## src/common/cctl_pkg.sv

```systemverilog
package cctl_pkg;

    // ****************************************************************
    // Register map
    // ****************************************************************
    localparam logic [7:0] OFS_CTL0 = 8'h00;
    localparam logic [7:0] OFS_ACK = 8'h01;
    localparam logic [7:0] OFS_INT_STATUS = 8'h02;
    localparam logic [7:0] OFS_INT_MASK = 8'h03;
    localparam logic [7:0] OFS_TIMER_LO = 8'h04;
    localparam logic [7:0] OFS_TIMER_HI = 8'h05;

    // ****************************************************************
    // Field positions of can_control_0
    // ****************************************************************
    localparam int BIT_RECEIVED_FRAME_FLAG = 7;
    localparam int BIT_RECEIVER_ACTIVE = 6;
    localparam int BIT_WAIT_STOP_CLOCKS = 5;
    localparam int BIT_BUS_SYNCHRONISED = 4;
    localparam int BIT_TIME = 3;
    localparam int BIT_WAKE_ON_TRAFFIC_ENABLE = 2;
    localparam int BIT_SLEEP_REQUEST = 1;
    localparam int BIT_INIT_REQUEST = 0;

    // Acknowledge register and interrupt status fields.
    localparam int BIT_SLEEP_ACK = 1;
    localparam int BIT_INIT_ACK = 0;
    localparam int BIT_INT_FRAME = 0;
    localparam int BIT_INT_WAKE = 1;
    localparam int BIT_INT_SLEEP = 2;

    // ****************************************************************
    // Reset values and counts
    // ****************************************************************
    localparam logic [7:0] RST_BYTE = 8'h00;
    localparam logic [2:0] RST_INT = 3'h0;
    localparam logic [15:0] RST_TIMER = 16'h0000;
    localparam logic [3:0] SYNC_RECESSIVE_BITS = 4'hB;
    localparam logic [3:0] STAMP_ADDR_HI = 4'hE;
    localparam logic [3:0] STAMP_ADDR_LO = 4'hF;

    typedef enum logic [1:0] {MODE_RUN, MODE_SLEEP, MODE_INIT} cctl_mode_t;

    // Status coming from the protocol engine, all on i_clk.
    typedef struct packed {
        logic frame_ok;
        logic rx_active;
        logic tx_empty;
        logic msg_ack;
        logic bit_tick;
        logic loopback;
    } cctl_core_t;

    // Timestamp byte write into the active message buffer.
    typedef struct packed {
        logic we;
        logic [3:0] addr;
        logic [7:0] data;
    } cctl_stamp_t;

endpackage

```

## src/rtl/cctl_ctl0.sv

```systemverilog
// What this block does
// RULE1: Valid received message sets the received-frame flag, whatever the filters say.
// RULE2: Writing one clears the received-frame flag; writing zero does nothing.
// RULE3: The received-frame flag stays set until software clear or reset.
// RULE4: In loopback the frame flag and receiver-active carry no meaning.
// RULE5: Receiver-active follows the receiver front end; zero when transmitting or idle.
// RULE6: Wait-stop set gates bus interface clocks in wait mode; clear means no effect.
// RULE7: Synchronised status is set and cleared only by the controller.
// RULE8: Timer enable starts a 16-bit counter stepping at bit rate.
// RULE9: Enabled timer stamps each acknowledged message into buffer bytes 0x0E and 0x0F.
// RULE10: A disabled timer is held at zero.
// RULE11: Timer enable is forced low during initialization mode.
// RULE12: Wake enable lets bus traffic end sleep; otherwise traffic is ignored.
// RULE13: Software sets wake enable before requesting sleep.
// RULE14: Initialization mode holds all bits but wake, sleep and init requests at reset.
// RULE15: Writes act only outside initialization mode, except the init request.
// RULE16: Sleep is entered only with bus idle, then acknowledged.
// RULE17: Init request aborts transfers, drops synchronisation, enters init, then acknowledged.
// RULE18: Hard reset clears frame flag, wait-stop, timer and wake enables, and counter.
//
// Chosen here: the address map and the strobed register port.
`timescale 1ns/10ps
module cctl_ctl0 import cctl_pkg::*; (
    input wire logic i_clk, // Controller clock, 25 MHz.
    input wire logic i_rstn, // Synchronous reset, active low.
    input wire logic [7:0] i_addr, // Register address.
    input wire logic [7:0] i_wdata, // Register write data.
    input wire logic i_wr, // Write strobe.
    input wire logic i_rd, // Read strobe.
    output logic [7:0] o_rdata, // Read data, cycle after the strobe.
    input wire cctl_core_t i_core, // Protocol engine status.
    input wire logic i_wait_mode, // CPU is in wait mode.
    input wire logic i_bus_rx_pin, // Bus receive pin, asynchronous.
    output logic o_irq, // Interrupt, level high.
    output logic o_iface_clk_en, // Bus interface clock enable.
    output logic o_tx_recessive, // Force transmit pin recessive.
    output logic o_abort, // Abort transfers, one-cycle pulse.
    output logic o_sleep_ack, // Sleep acknowledge.
    output logic o_init_ack, // Initialization acknowledge.
    output logic o_wake, // Wake from sleep, one-cycle pulse.
    output logic [15:0] o_timer, // Timestamp counter value.
    output cctl_stamp_t o_stamp // Timestamp writes to the buffer.
);

    // ****************************************************************
    // State
    // ****************************************************************
    logic received_frame_flag_reg, received_frame_flag_next;
    logic receiver_active_reg, receiver_active_next;
    logic wait_stop_clocks_reg, wait_stop_clocks_next;
    logic bus_synchronised_reg, bus_synchronised_next;
    logic time_reg, time_next;
    logic wake_on_traffic_enable_reg, wake_on_traffic_enable_next;
    logic sleep_request_reg, sleep_request_next;
    logic init_request_reg, init_request_next;
    logic init_acknowledge_reg, init_acknowledge_next;
    logic sleep_acknowledge_reg, sleep_acknowledge_next;
    logic wake_arm_reg, wake_arm_next;
    logic [3:0] rec_cnt_reg, rec_cnt_next;
    logic [2:0] int_stat_reg, int_stat_next;
    logic [2:0] int_mask_reg, int_mask_next;
    logic [7:0] rdata_reg, rdata_next;
    logic irq_reg, clk_en_reg, tx_rec_reg, abort_reg, wake_reg;
    logic rx_meta_reg, rx_sync_reg, rx_prev_reg;
    cctl_mode_t mode_reg, mode_next;
    logic [15:0] timer_count;

    function automatic logic hit(input logic [7:0] addr, input logic [7:0] ofs);
        hit = (addr == ofs);
    endfunction

    // ****************************************************************
    // Decode
    // ****************************************************************
    wire logic init_mode = init_request_reg & init_acknowledge_reg;
    wire logic outside_init = ~init_request_reg & ~init_acknowledge_reg;
    wire logic wr_ctl0 = i_wr & hit(i_addr, OFS_CTL0);
    wire logic wr_ctl0_free = wr_ctl0 & outside_init; // RULE15
    wire logic wr_mask = i_wr & hit(i_addr, OFS_INT_MASK);
    wire logic rd_stat = i_rd & hit(i_addr, OFS_INT_STATUS);
    wire logic bus_idle = ~i_core.rx_active & i_core.tx_empty;
    wire logic rx_fall = rx_prev_reg & ~rx_sync_reg;
    wire logic frame_evt = i_core.frame_ok & ~i_core.loopback & ~init_mode; // RULE1 RULE4
    wire logic wake_evt = sleep_acknowledge_reg & wake_arm_reg & rx_fall; // RULE12
    wire logic sleep_evt = sleep_acknowledge_next & ~sleep_acknowledge_reg;
    wire logic [2:0] int_events = {sleep_evt, wake_evt, frame_evt};
    wire logic stop_clocks = i_wait_mode & wait_stop_clocks_reg;

    // ****************************************************************
    // Control register bits
    // ****************************************************************
    // Set wins over a same-cycle clear so no received frame is lost.
    assign received_frame_flag_next = init_mode ? 1'b0 :
                        frame_evt ? 1'b1 :
                        (wr_ctl0_free & i_wdata[BIT_RECEIVED_FRAME_FLAG]) ? 1'b0 : received_frame_flag_reg; // RULE2 RULE3 RULE14
    assign receiver_active_next = init_mode ? 1'b0 : i_core.rx_active; // RULE5 RULE14
    assign wait_stop_clocks_next = init_mode ? 1'b0 : (wr_ctl0_free ? i_wdata[BIT_WAIT_STOP_CLOCKS] : wait_stop_clocks_reg); // RULE14
    assign time_next = init_mode ? 1'b0 : (wr_ctl0_free ? i_wdata[BIT_TIME] : time_reg); // RULE11
    assign wake_on_traffic_enable_next = wr_ctl0_free ? i_wdata[BIT_WAKE_ON_TRAFFIC_ENABLE] : wake_on_traffic_enable_reg;
    // The sleep request cannot be withdrawn before the sleep is acknowledged.
    assign sleep_request_next = wake_evt ? 1'b0 :
                        wr_ctl0_free ? (i_wdata[BIT_SLEEP_REQUEST] | (sleep_request_reg & ~sleep_acknowledge_reg)) : sleep_request_reg;
    assign init_request_next = wr_ctl0 ? (i_wdata[BIT_INIT_REQUEST] | (init_request_reg & ~init_acknowledge_reg)) : init_request_reg; // RULE15
    assign init_acknowledge_next = init_request_reg; // RULE17
    assign sleep_acknowledge_next = sleep_request_reg & ~init_request_reg & (sleep_acknowledge_reg | bus_idle); // RULE16
    // Wake enable is sampled at sleep entry; later changes wait for the next sleep.
    assign wake_arm_next = sleep_evt ? wake_on_traffic_enable_reg : wake_arm_reg; // RULE13

    // ****************************************************************
    // Bus synchronisation
    // ****************************************************************
    // Eleven recessive bits in a row make the controller synchronised.
    assign rec_cnt_next = (init_request_reg | ~rx_sync_reg) ? 4'h0 :
                          (i_core.bit_tick & (rec_cnt_reg != SYNC_RECESSIVE_BITS)) ?
                          rec_cnt_reg + 4'h1 : rec_cnt_reg;
    assign bus_synchronised_next = (init_request_reg | sleep_acknowledge_reg) ? 1'b0 :
                        (rec_cnt_reg == SYNC_RECESSIVE_BITS) ? 1'b1 : bus_synchronised_reg; // RULE7 RULE17

    always_comb begin
        mode_next = MODE_RUN;
        case (mode_reg)
            MODE_RUN: begin
                if (init_mode) begin
                    mode_next = MODE_INIT;
                end else if (sleep_acknowledge_reg) begin
                    mode_next = MODE_SLEEP;
                end
            end
            MODE_SLEEP: begin
                if (init_mode) begin
                    mode_next = MODE_INIT;
                end else if (sleep_acknowledge_reg) begin
                    mode_next = MODE_SLEEP;
                end
            end
            MODE_INIT: begin
                if (!outside_init) begin
                    mode_next = MODE_INIT;
                end
            end
            default: begin
                mode_next = MODE_RUN;
            end
        endcase
    end

    // ****************************************************************
    // Interrupts and read data
    // ****************************************************************
    assign int_stat_next = (rd_stat ? RST_INT : int_stat_reg) | int_events;
    assign int_mask_next = wr_mask ? i_wdata[2:0] : int_mask_reg;

    wire logic [7:0] ctl0_view = {received_frame_flag_reg, receiver_active_reg, wait_stop_clocks_reg, bus_synchronised_reg,
                                  time_reg, wake_on_traffic_enable_reg, sleep_request_reg, init_request_reg};
    wire logic [7:0] ack_view = {6'h00, sleep_acknowledge_reg, init_acknowledge_reg};
    wire logic [7:0] read_mux = hit(i_addr, OFS_CTL0) ? ctl0_view :
                                hit(i_addr, OFS_ACK) ? ack_view :
                                hit(i_addr, OFS_INT_STATUS) ? {5'h00, int_stat_reg} :
                                hit(i_addr, OFS_INT_MASK) ? {5'h00, int_mask_reg} :
                                hit(i_addr, OFS_TIMER_LO) ? timer_count[7:0] :
                                hit(i_addr, OFS_TIMER_HI) ? timer_count[15:8] : RST_BYTE;
    assign rdata_next = i_rd ? read_mux : RST_BYTE;

    // ****************************************************************
    // Registers
    // ****************************************************************
    always_ff @(posedge i_clk) begin
        if (!i_rstn) begin
            received_frame_flag_reg <= 1'b0;
            receiver_active_reg <= 1'b0;
            wait_stop_clocks_reg <= 1'b0;
            bus_synchronised_reg <= 1'b0;
            time_reg <= 1'b0;
            wake_on_traffic_enable_reg <= 1'b0;
            sleep_request_reg <= 1'b0;
            init_request_reg <= 1'b0;
            init_acknowledge_reg <= 1'b0;
            sleep_acknowledge_reg <= 1'b0;
            wake_arm_reg <= 1'b0;
            rec_cnt_reg <= 4'h0;
            mode_reg <= MODE_RUN;
        end else begin // RULE18
            received_frame_flag_reg <= received_frame_flag_next;
            receiver_active_reg <= receiver_active_next;
            wait_stop_clocks_reg <= wait_stop_clocks_next;
            bus_synchronised_reg <= bus_synchronised_next;
            time_reg <= time_next;
            wake_on_traffic_enable_reg <= wake_on_traffic_enable_next;
            sleep_request_reg <= sleep_request_next;
            init_request_reg <= init_request_next;
            init_acknowledge_reg <= init_acknowledge_next;
            sleep_acknowledge_reg <= sleep_acknowledge_next;
            wake_arm_reg <= wake_arm_next;
            rec_cnt_reg <= rec_cnt_next;
            mode_reg <= mode_next;
        end
    end

    always_ff @(posedge i_clk) begin
        if (!i_rstn) begin
            int_stat_reg <= RST_INT;
            int_mask_reg <= RST_INT;
            rdata_reg <= RST_BYTE;
            irq_reg <= 1'b0;
            clk_en_reg <= 1'b1;
            tx_rec_reg <= 1'b1;
            abort_reg <= 1'b0;
            wake_reg <= 1'b0;
        end else begin
            int_stat_reg <= int_stat_next;
            int_mask_reg <= int_mask_next;
            rdata_reg <= rdata_next;
            irq_reg <= |(int_stat_next & int_mask_next);
            clk_en_reg <= ~stop_clocks; // RULE6
            tx_rec_reg <= stop_clocks | init_request_next;
            abort_reg <= init_request_next & ~init_request_reg; // RULE17
            wake_reg <= wake_evt;
        end
    end

    // Bus pin synchroniser; reset leaves it recessive.
    always_ff @(posedge i_clk) begin
        if (!i_rstn) begin
            rx_meta_reg <= 1'b1;
            rx_sync_reg <= 1'b1;
            rx_prev_reg <= 1'b1;
        end else begin
            rx_meta_reg <= i_bus_rx_pin;
            rx_sync_reg <= rx_meta_reg;
            rx_prev_reg <= rx_sync_reg;
        end
    end

    cctl_stamp_timer u_timer (
        .i_clk(i_clk),
        .i_rstn(i_rstn),
        .i_enable(time_reg),
        .i_bit_tick(i_core.bit_tick),
        .i_capture(i_core.msg_ack),
        .o_count(timer_count),
        .o_stamp(o_stamp)
    );

    assign o_rdata = rdata_reg;
    assign o_irq = irq_reg;
    assign o_iface_clk_en = clk_en_reg;
    assign o_tx_recessive = tx_rec_reg;
    assign o_abort = abort_reg;
    assign o_sleep_ack = sleep_acknowledge_reg;
    assign o_init_ack = init_acknowledge_reg;
    assign o_wake = wake_reg;
    assign o_timer = timer_count;

    // ****************************************************************
    // Checks
    // ****************************************************************
    a_frame_sets_flag: // RULE1
    assert property (@(posedge i_clk) disable iff (!i_rstn) frame_evt |=> received_frame_flag_reg)
        else $error("Received frame did not set the flag.");

    a_zero_write_keeps: // RULE2
    assert property (@(posedge i_clk) disable iff (!i_rstn)
        (received_frame_flag_reg & wr_ctl0 & ~i_wdata[BIT_RECEIVED_FRAME_FLAG] & ~init_mode) |=> received_frame_flag_reg)
        else $error("Writing zero cleared the frame flag.");

    a_flag_sticky: // RULE3
    assert property (@(posedge i_clk) disable iff (!i_rstn)
        (received_frame_flag_reg & ~wr_ctl0 & ~init_mode) |=> received_frame_flag_reg)
        else $error("Frame flag dropped without a clear.");

    a_receiver_active_follows: // RULE5
    assert property (@(posedge i_clk) disable iff (!i_rstn)
        ~init_mode |=> (receiver_active_reg == $past(i_core.rx_active)))
        else $error("Receiver active does not follow the front end.");

    a_clock_gate: // RULE6
    assert property (@(posedge i_clk) disable iff (!i_rstn)
        (i_wait_mode & wait_stop_clocks_reg) |=> ~o_iface_clk_en)
        else $error("Interface clock not stopped in wait mode.");

    a_timer_zero: // RULE10
    assert property (@(posedge i_clk) disable iff (!i_rstn) ~time_reg |=> (timer_count == 16'h0000))
        else $error("Disabled timer is not zero.");

    a_timer_counts: // RULE8
    assert property (@(posedge i_clk) disable iff (!i_rstn)
        (time_reg & $past(time_reg) & $past(i_core.bit_tick)) |-> (timer_count == $past(timer_count) + 16'h0001))
        else $error("Timer did not step on a bit tick.");

    a_init_holds: // RULE11
    assert property (@(posedge i_clk) disable iff (!i_rstn) init_mode |=> (~time_reg & ~wait_stop_clocks_reg & ~received_frame_flag_reg))
        else $error("Initialization mode did not hold the bits.");

    a_init_handshake: // RULE17
    assert property (@(posedge i_clk) disable iff (!i_rstn)
        $rose(init_request_reg) |-> ##1 (o_init_ack & ~bus_synchronised_reg) [*2])
        else $error("Init request not acknowledged in one cycle.");

    a_sleep_idle: // RULE16
    assert property (@(posedge i_clk) disable iff (!i_rstn)
        $rose(sleep_acknowledge_reg) |-> $past(bus_idle & sleep_request_reg))
        else $error("Sleep entered with the bus busy.");

    a_wake_gated: // RULE12
    assert property (@(posedge i_clk) disable iff (!i_rstn) (sleep_acknowledge_reg & ~wake_arm_reg) |=> ~o_wake)
        else $error("Wake raised with wake-up disabled.");

    a_stamp_pair: // RULE9
    assert property (@(posedge i_clk) disable iff (!i_rstn)
        (time_reg & i_core.msg_ack) |=> (o_stamp.we && o_stamp.addr == STAMP_ADDR_HI) ##1
        (o_stamp.we && o_stamp.addr == STAMP_ADDR_LO))
        else $error("Timestamp bytes not written in order.");

endmodule

```

## src/rtl/cctl_stamp_timer.sv

```systemverilog
`timescale 1ns/10ps
module cctl_stamp_timer import cctl_pkg::*; (
    input wire logic i_clk, // Controller clock.
    input wire logic i_rstn, // Synchronous reset, active low.
    input wire logic i_enable, // Timer enable.
    input wire logic i_bit_tick, // One pulse per bit time.
    input wire logic i_capture, // Message acknowledged on the bus.
    output logic [15:0] o_count, // Free-running count.
    output cctl_stamp_t o_stamp // Timestamp byte writes.
);

    logic [15:0] count_reg;
    logic [15:0] count_next;
    logic [7:0] low_reg;
    logic [7:0] low_next;
    logic pend_reg;
    logic pend_next;
    cctl_stamp_t stamp_reg;
    cctl_stamp_t stamp_next;
    wire logic capture_go = i_enable & i_capture;

    // ****************************************************************
    // Counter and two-byte write
    // ****************************************************************
    assign count_next = !i_enable ? RST_TIMER : (i_bit_tick ? count_reg + 16'h0001 : count_reg); // RULE8 RULE10
    // High byte goes out the cycle after the capture, the low byte the cycle after that.
    assign stamp_next = capture_go ? '{we: 1'b1, addr: STAMP_ADDR_HI, data: count_reg[15:8]} :
                        pend_reg ? '{we: 1'b1, addr: STAMP_ADDR_LO, data: low_reg} :
                        '{we: 1'b0, addr: 4'h0, data: 8'h00}; // RULE9
    assign pend_next = capture_go;
    assign low_next = capture_go ? count_reg[7:0] : low_reg;

    always_ff @(posedge i_clk) begin
        if (!i_rstn) begin
            count_reg <= RST_TIMER;
            low_reg <= RST_BYTE;
            pend_reg <= 1'b0;
            stamp_reg <= '0;
        end else begin
            count_reg <= count_next;
            low_reg <= low_next;
            pend_reg <= pend_next;
            stamp_reg <= stamp_next;
        end
    end

    assign o_count = count_reg;
    assign o_stamp = stamp_reg;

endmodule

```

## config.mk

```make
export PLATFORM = sky130hd
export DESIGN_NAME = cctl_ctl0
export DESIGN_NICKNAME = d
export VERILOG_FILES = /design/src/common/cctl_pkg.sv /design/src/rtl/cctl_ctl0.sv /design/src/rtl/cctl_stamp_timer.sv
export SDC_FILE = /design/constraint.sdc
export NUM_CORES = 1
export LEC_CHECK = 0
export ABC_CLOCK_PERIOD_IN_PS = 2100
export BUFFER_PORTS_ARGS = -buffer_cell sky130_fd_sc_hd__buf_4
export CORE_UTILIZATION = 38
export CTS_CLUSTER_SIZE = 8
export DETAILED_ROUTE_END_ITERATION = 8
export PLACE_DENSITY = 0.56
export SLEW_MARGIN = 30
export SYNTH_ARGS = -nofsm -noshare
export SYNTH_HDL_FRONTEND = slang
export SYNTH_SLANG_ARGS = --single-unit
export TNS_END_PERCENT = 100
```

## constraint.sdc

```tcl
create_clock -name i_clk -period 2.1 [get_ports i_clk]
set_input_delay 0 -clock i_clk [delete_from_list [all_inputs] [get_ports i_clk]]
set_output_delay 0 -clock i_clk [all_outputs]
set_load 0.05 [all_outputs]
```

Yosys cells after proc, flatten, opt, wreduce, memory -nomap -nowiden
Cells that the tools add are included.
{"block": "totals", "regBits": 75, "input_bits": 28}
{"block": "op_classes", "add_sub_neg": 2, "eq_ne": 7, "mux": 13, "n_bitwise": 39, "n_reduce_logical": 10}
{"op": "8-bit 2-to-1 mux", "n": 6}
{"op": "13-bit 2-to-1 mux", "n": 2}
{"op": "1-bit AND", "n": 22}
{"op": "16-bit by 1-bit adder with 16-bit output (second input constant)", "n": 1}
{"op": "8-bit by 2-bit equality test with 1-bit output (second input constant)", "n": 2}
{"op": "8-bit by 3-bit equality test with 1-bit output (second input constant)", "n": 2}
{"op": "2-bit OR reduction", "n": 5}
{"op": "1-bit inverter", "n": 9}
{"op": "8-bit by 1-bit equality test with 1-bit output (second input constant)", "n": 1}
{"op": "8-bit zero test", "n": 1}
{"op": "3-bit 2-to-1 mux", "n": 2}
{"op": "1-bit OR", "n": 6}
{"op": "4-bit by 1-bit adder with 4-bit output (second input constant)", "n": 1}
{"op": "4-bit equality test (second input constant)", "n": 1}
{"op": "4-bit inequality test (second input constant)", "n": 1}
{"op": "2-bit AND reduction", "n": 2}
{"op": "3-bit AND", "n": 1}
{"op": "1-bit 2-to-1 mux", "n": 3}
{"op": "3-bit OR", "n": 1}
{"op": "3-bit OR reduction", "n": 1}
{"op": "2-bit nonzero test", "n": 1}

Depth between registers and ports, before layout
{"block": "depth", "depth_word": 8, "depth_mapped": 6, "mapped_depth_nobuf": 5}

Cells and area by module
A second synthesis with hierarchy kept.
{"block": "unflattened", "hier_cells": 337, "hier_area_um2": 3083.0}
{"module": "cctl_ctl0", "instances": 1, "cells_per_inst": 172, "area_each_um2": 1620.3, "seq_area_each_um2": 740.7}
{"module": "cctl_stamp_timer", "instances": 1, "cells_per_inst": 165, "area_each_um2": 1462.7, "seq_area_each_um2": 700.7}

Least setup slack after synthesis
No wires, ideal clock.
{"block": "synth_timing", "kind": "reg2reg", "from": "register u_timer.count_reg[0] (netlist: u_timer.o_count[0])", "to": "register u_timer.count_reg[12] (netlist: u_timer.o_count[12])", "setup_ns": 0.121, "arrival_ns": 1.894, "required_ns": 1.979, "setup_slack_ns": 0.085, "stages_incl_launch_ff": 7, "n_path_buf": 1, "path_cell_list": "dfxtp_1 ha_1 and4_2 buf_2 and4_1 nand3_1 mux2_2"}
{"block": "synth_between", "elab_chain_len": 1}
{"item": "start: declaration", "line_no": "cctl_stamp_timer.sv:12", "source": "logic [15:0] count_reg;"}
{"item": "start signal: assignment", "line_no": "cctl_stamp_timer.sv:40", "source": "count_reg <= count_next;"}
{"item": "16-bit by 1-bit adder with 16-bit output", "line_no": "cctl_stamp_timer.sv:25", "source": "assign count_next = !i_enable ? RST_TIMER : (i_bit_tick ? count_reg + 16'h0001 : count_reg);"}
Every way passes these cells.
A chain may end at the register's enable or synchronous reset.

Worst setup path after layout
Same ends and word-level chain as after synthesis.

==> run metrics <==
outcome completed; Slew HR 0.623; Reg power frac 0.558; clock share of power 0.383; synthesized cell area 3020 µm²; unrepaired setup endpoints after global routing no; hold_sp i_core[0]; Final #Nets 444; layout cells sized above 1 0.239; clk_lat worst skew 0.34 ns; Unique masters post-synth 54; top-count cell post-synth dfxtp_1; number of DRC markers in iteration 0 104; Post-Route WL 7760 µm; Psw 575 µW; total grt overflow 0; EDFF count, synth 0; LEAKAGE 0.00155 µW; DRC violations left 0; top post-synthesis cells by count dfxtp_1, nand2_1, nor2_1; Vias 2717; total track usage 0.197; Reg clk slew, reported paths 0.07 ns; die width 91.2 µm; complex-gate fraction of the synthesized area 0.130; H-tree depth 3; number of global-route vias before repair 2472; top-area cell type share of the netlist area 0.477; RD Place Congestion 0.843; R2R depth 5; hpwl dp 5400 µm; f_max 0.565 GHz; crit path max fanout 7; first-pass GRT wire length 12600 µm; core area 7730 µm²; Post-synth top flop dfxtp_1; FF-to-FF Start u_timer.o_count[0]$_SDFFE_PN0P_; post-synthesis simple-gate area fraction 0.251; DR pass1 iterations 5; CTS Buffer Depth 2; final hold violation count 0; Vias/cell 5.21; Area growth, synth to finish 28.8%; area leader, netlist dfxtp_1; DR WL/cell 14.9 µm; final setup TNS 0 ns; post-route insts no fill 521; Detail Route Antenna Nets 0; Post-Synthesis Cells 337; cell area power density 636 nW/µm²; fin crit period 1.77 ns; Slew Viols, Final 0; register area share after synthesis 0.477; worst slew pin tran 0.565 ns; Post-Synth Adder-Cell Area 0.00828; CP required 2.34 ns; CTS tree yes; die area 8320 µm²; post-synthesis register bit count 72; hold path cells 4; Final period util 0.843; Largest register FFs 16; synthesized net count 367; combinational share of power 0.059; IO Pins 72; Hold WC Path Type input pin to flip-flop; worst vdd ir 0.000345 V; Root Buffer clkbuf_8; Post-synth ARST share 0; Die Y 91.2 µm; critical setup path kind flip-flop to flip-flop; RR Endpoint u_timer.o_count[12]$_SDFFE_PN0P_; Hold EP received_frame_flag_reg$_SDFFE_PP0P_; CP Launch Type flip-flop; DP Cell Count 491; Int Pwr 1900 µW; Starting Density 0.391; Port Buffers 69; yosys warns 0; switching part of the total 0.232; mux cell area share after synthesis 0.0555; setup violators final 0; Synth area leaders dfxtp_1, nand2_1, a21oi_1, nand3_1, nor2_1; n_diodes 0; syn_area_per_cell 8.97 µm²; initial antenna violation count 0; Worst Setup SP u_timer.o_count[0]$_SDFFE_PN0P_; largest family of logic cells by synthesized area simple AND/OR/NAND/NOR gates; Crit. End Element flip-flop; clk sinks 72; XOR/XNOR Fraction of Synth Area 0.0348; skew final 0.00764 ns; Fill cells 752; largest net degree at the start of global routing 26; cts repair resizes 0; r2r setup slk 0.33 ns; worst endpoint data arrival time 2.01 ns; Cell Rows 32; max-cap violations 0; clock buffer count from CTS 9
## per-stage QoR
| step | area [µm²] | power (µW) | utilization | setup WS, ns | hold slack [ns] |
|---|---|---|---|---|---|
| floorplan | 3020 | 1480 | - | 0.0855 | 0.0842 |
| global placement | 3590 | 1540 | 0.464 | 0.370 | 0.184 |
| detailed placement | 3590 | 1540 | 0.464 | 0.355 | 0.188 |
| CTS | 3890 | 2500 | 0.504 | 0.338 | 0.000210 |
| global route | 3890 | 2580 | 0.504 | 0.182 | 0.0241 |
| finish | 3890 | 2480 | 0.504 | 0.330 | 0.0151 |
## layout by cell type, fill, tap and decap left out, types with 6 or more instances in the layout
cell | synthesis | layout
xor2_1 | 7 | 7
o21ai_0 | 8 | 8
and3_1 | 6 | 6
nand2_1 | 42 | 42
dfxtp_1 | 72 | 72
buf_4 | 5 | 72
a21oi_1 | 28 | 28
dlygate4sd3_1 | 0 | 14
clkbuf_8 | 0 | 10
nand2b_1 | 6 | 6
nor2_1 | 29 | 29
nand3_1 | 25 | 25
mux2i_1 | 10 | 10
inv_1 | 7 | 7
mux2_2 | 6 | 6
## what timing repair did
action	in CTS	in global routing
hold buffers	14	0
hold endpoints to repair	16	0
buffers inserted	0	0
## worst max path at each step
stage | endpoint | slack (ns) | cells past startpoint
floorplan | u_timer.o_count[12]$_SDFFE_PN0P_ | 0.09 | 6
global placement | u_timer.o_count[12]$_SDFFE_PN0P_ | 0.37 | 5
detailed placement | u_timer.o_count[12]$_SDFFE_PN0P_ | 0.35 | 5
CTS | u_timer.o_count[12]$_SDFFE_PN0P_ | 0.34 | 5
global route | u_timer.o_count[13]$_SDFFE_PN0P_ | 0.18 | 4
finish | u_timer.o_count[12]$_SDFFE_PN0P_ | 0.33 | 5
## power by group through the flow
stage	Clock [µW]	Combinational (µW)	Sequential (µW)
after floorplan	0	61.7	1420
after global placement	0	124	1410
after detailed placement	0	126	1410
after CTS	975	145	1380
after global routing	1040	159	1380
final	948	146	1380
## critical path, cell delays in order, from the launching register on
cell and delay (ns):
dfxtp_1 0.53, ha_1 0.23, and4_2 0.30, and4_1 0.24
nand3_1 0.09, mux2_2 0.28
## cell type report
class                   count  area, µm²  share of cell area
well taps                 102        128              0.0328
repair buffers             86        681               0.175
inverters                   8       30.0             0.00771
multi-input cells         237       1450               0.372
flip-flops and latches     72       1440               0.370
clock buffers              12        145              0.0373
clock inverters             4       20.0             0.00514
## layer usage
metal | GRT usage | share of wire | wire length (µm)
met3 | 0.0327 | 0.049 | 378
met1 | 0.277 | 0.49 | 3830
met2 | 0.292 | 0.44 | 3380
met4 | 0.0939 | 0.021 | 165
met5 | 0 | 0 | 0
## cells by family after synthesis
group	after synthesis
compound gates	62
xor+xnor	12
fa+ha+maj	2
buf+inv	28
flops	72
mux	16
simple gates	145
No activity file was read; power rests on OpenSTA's default activity.
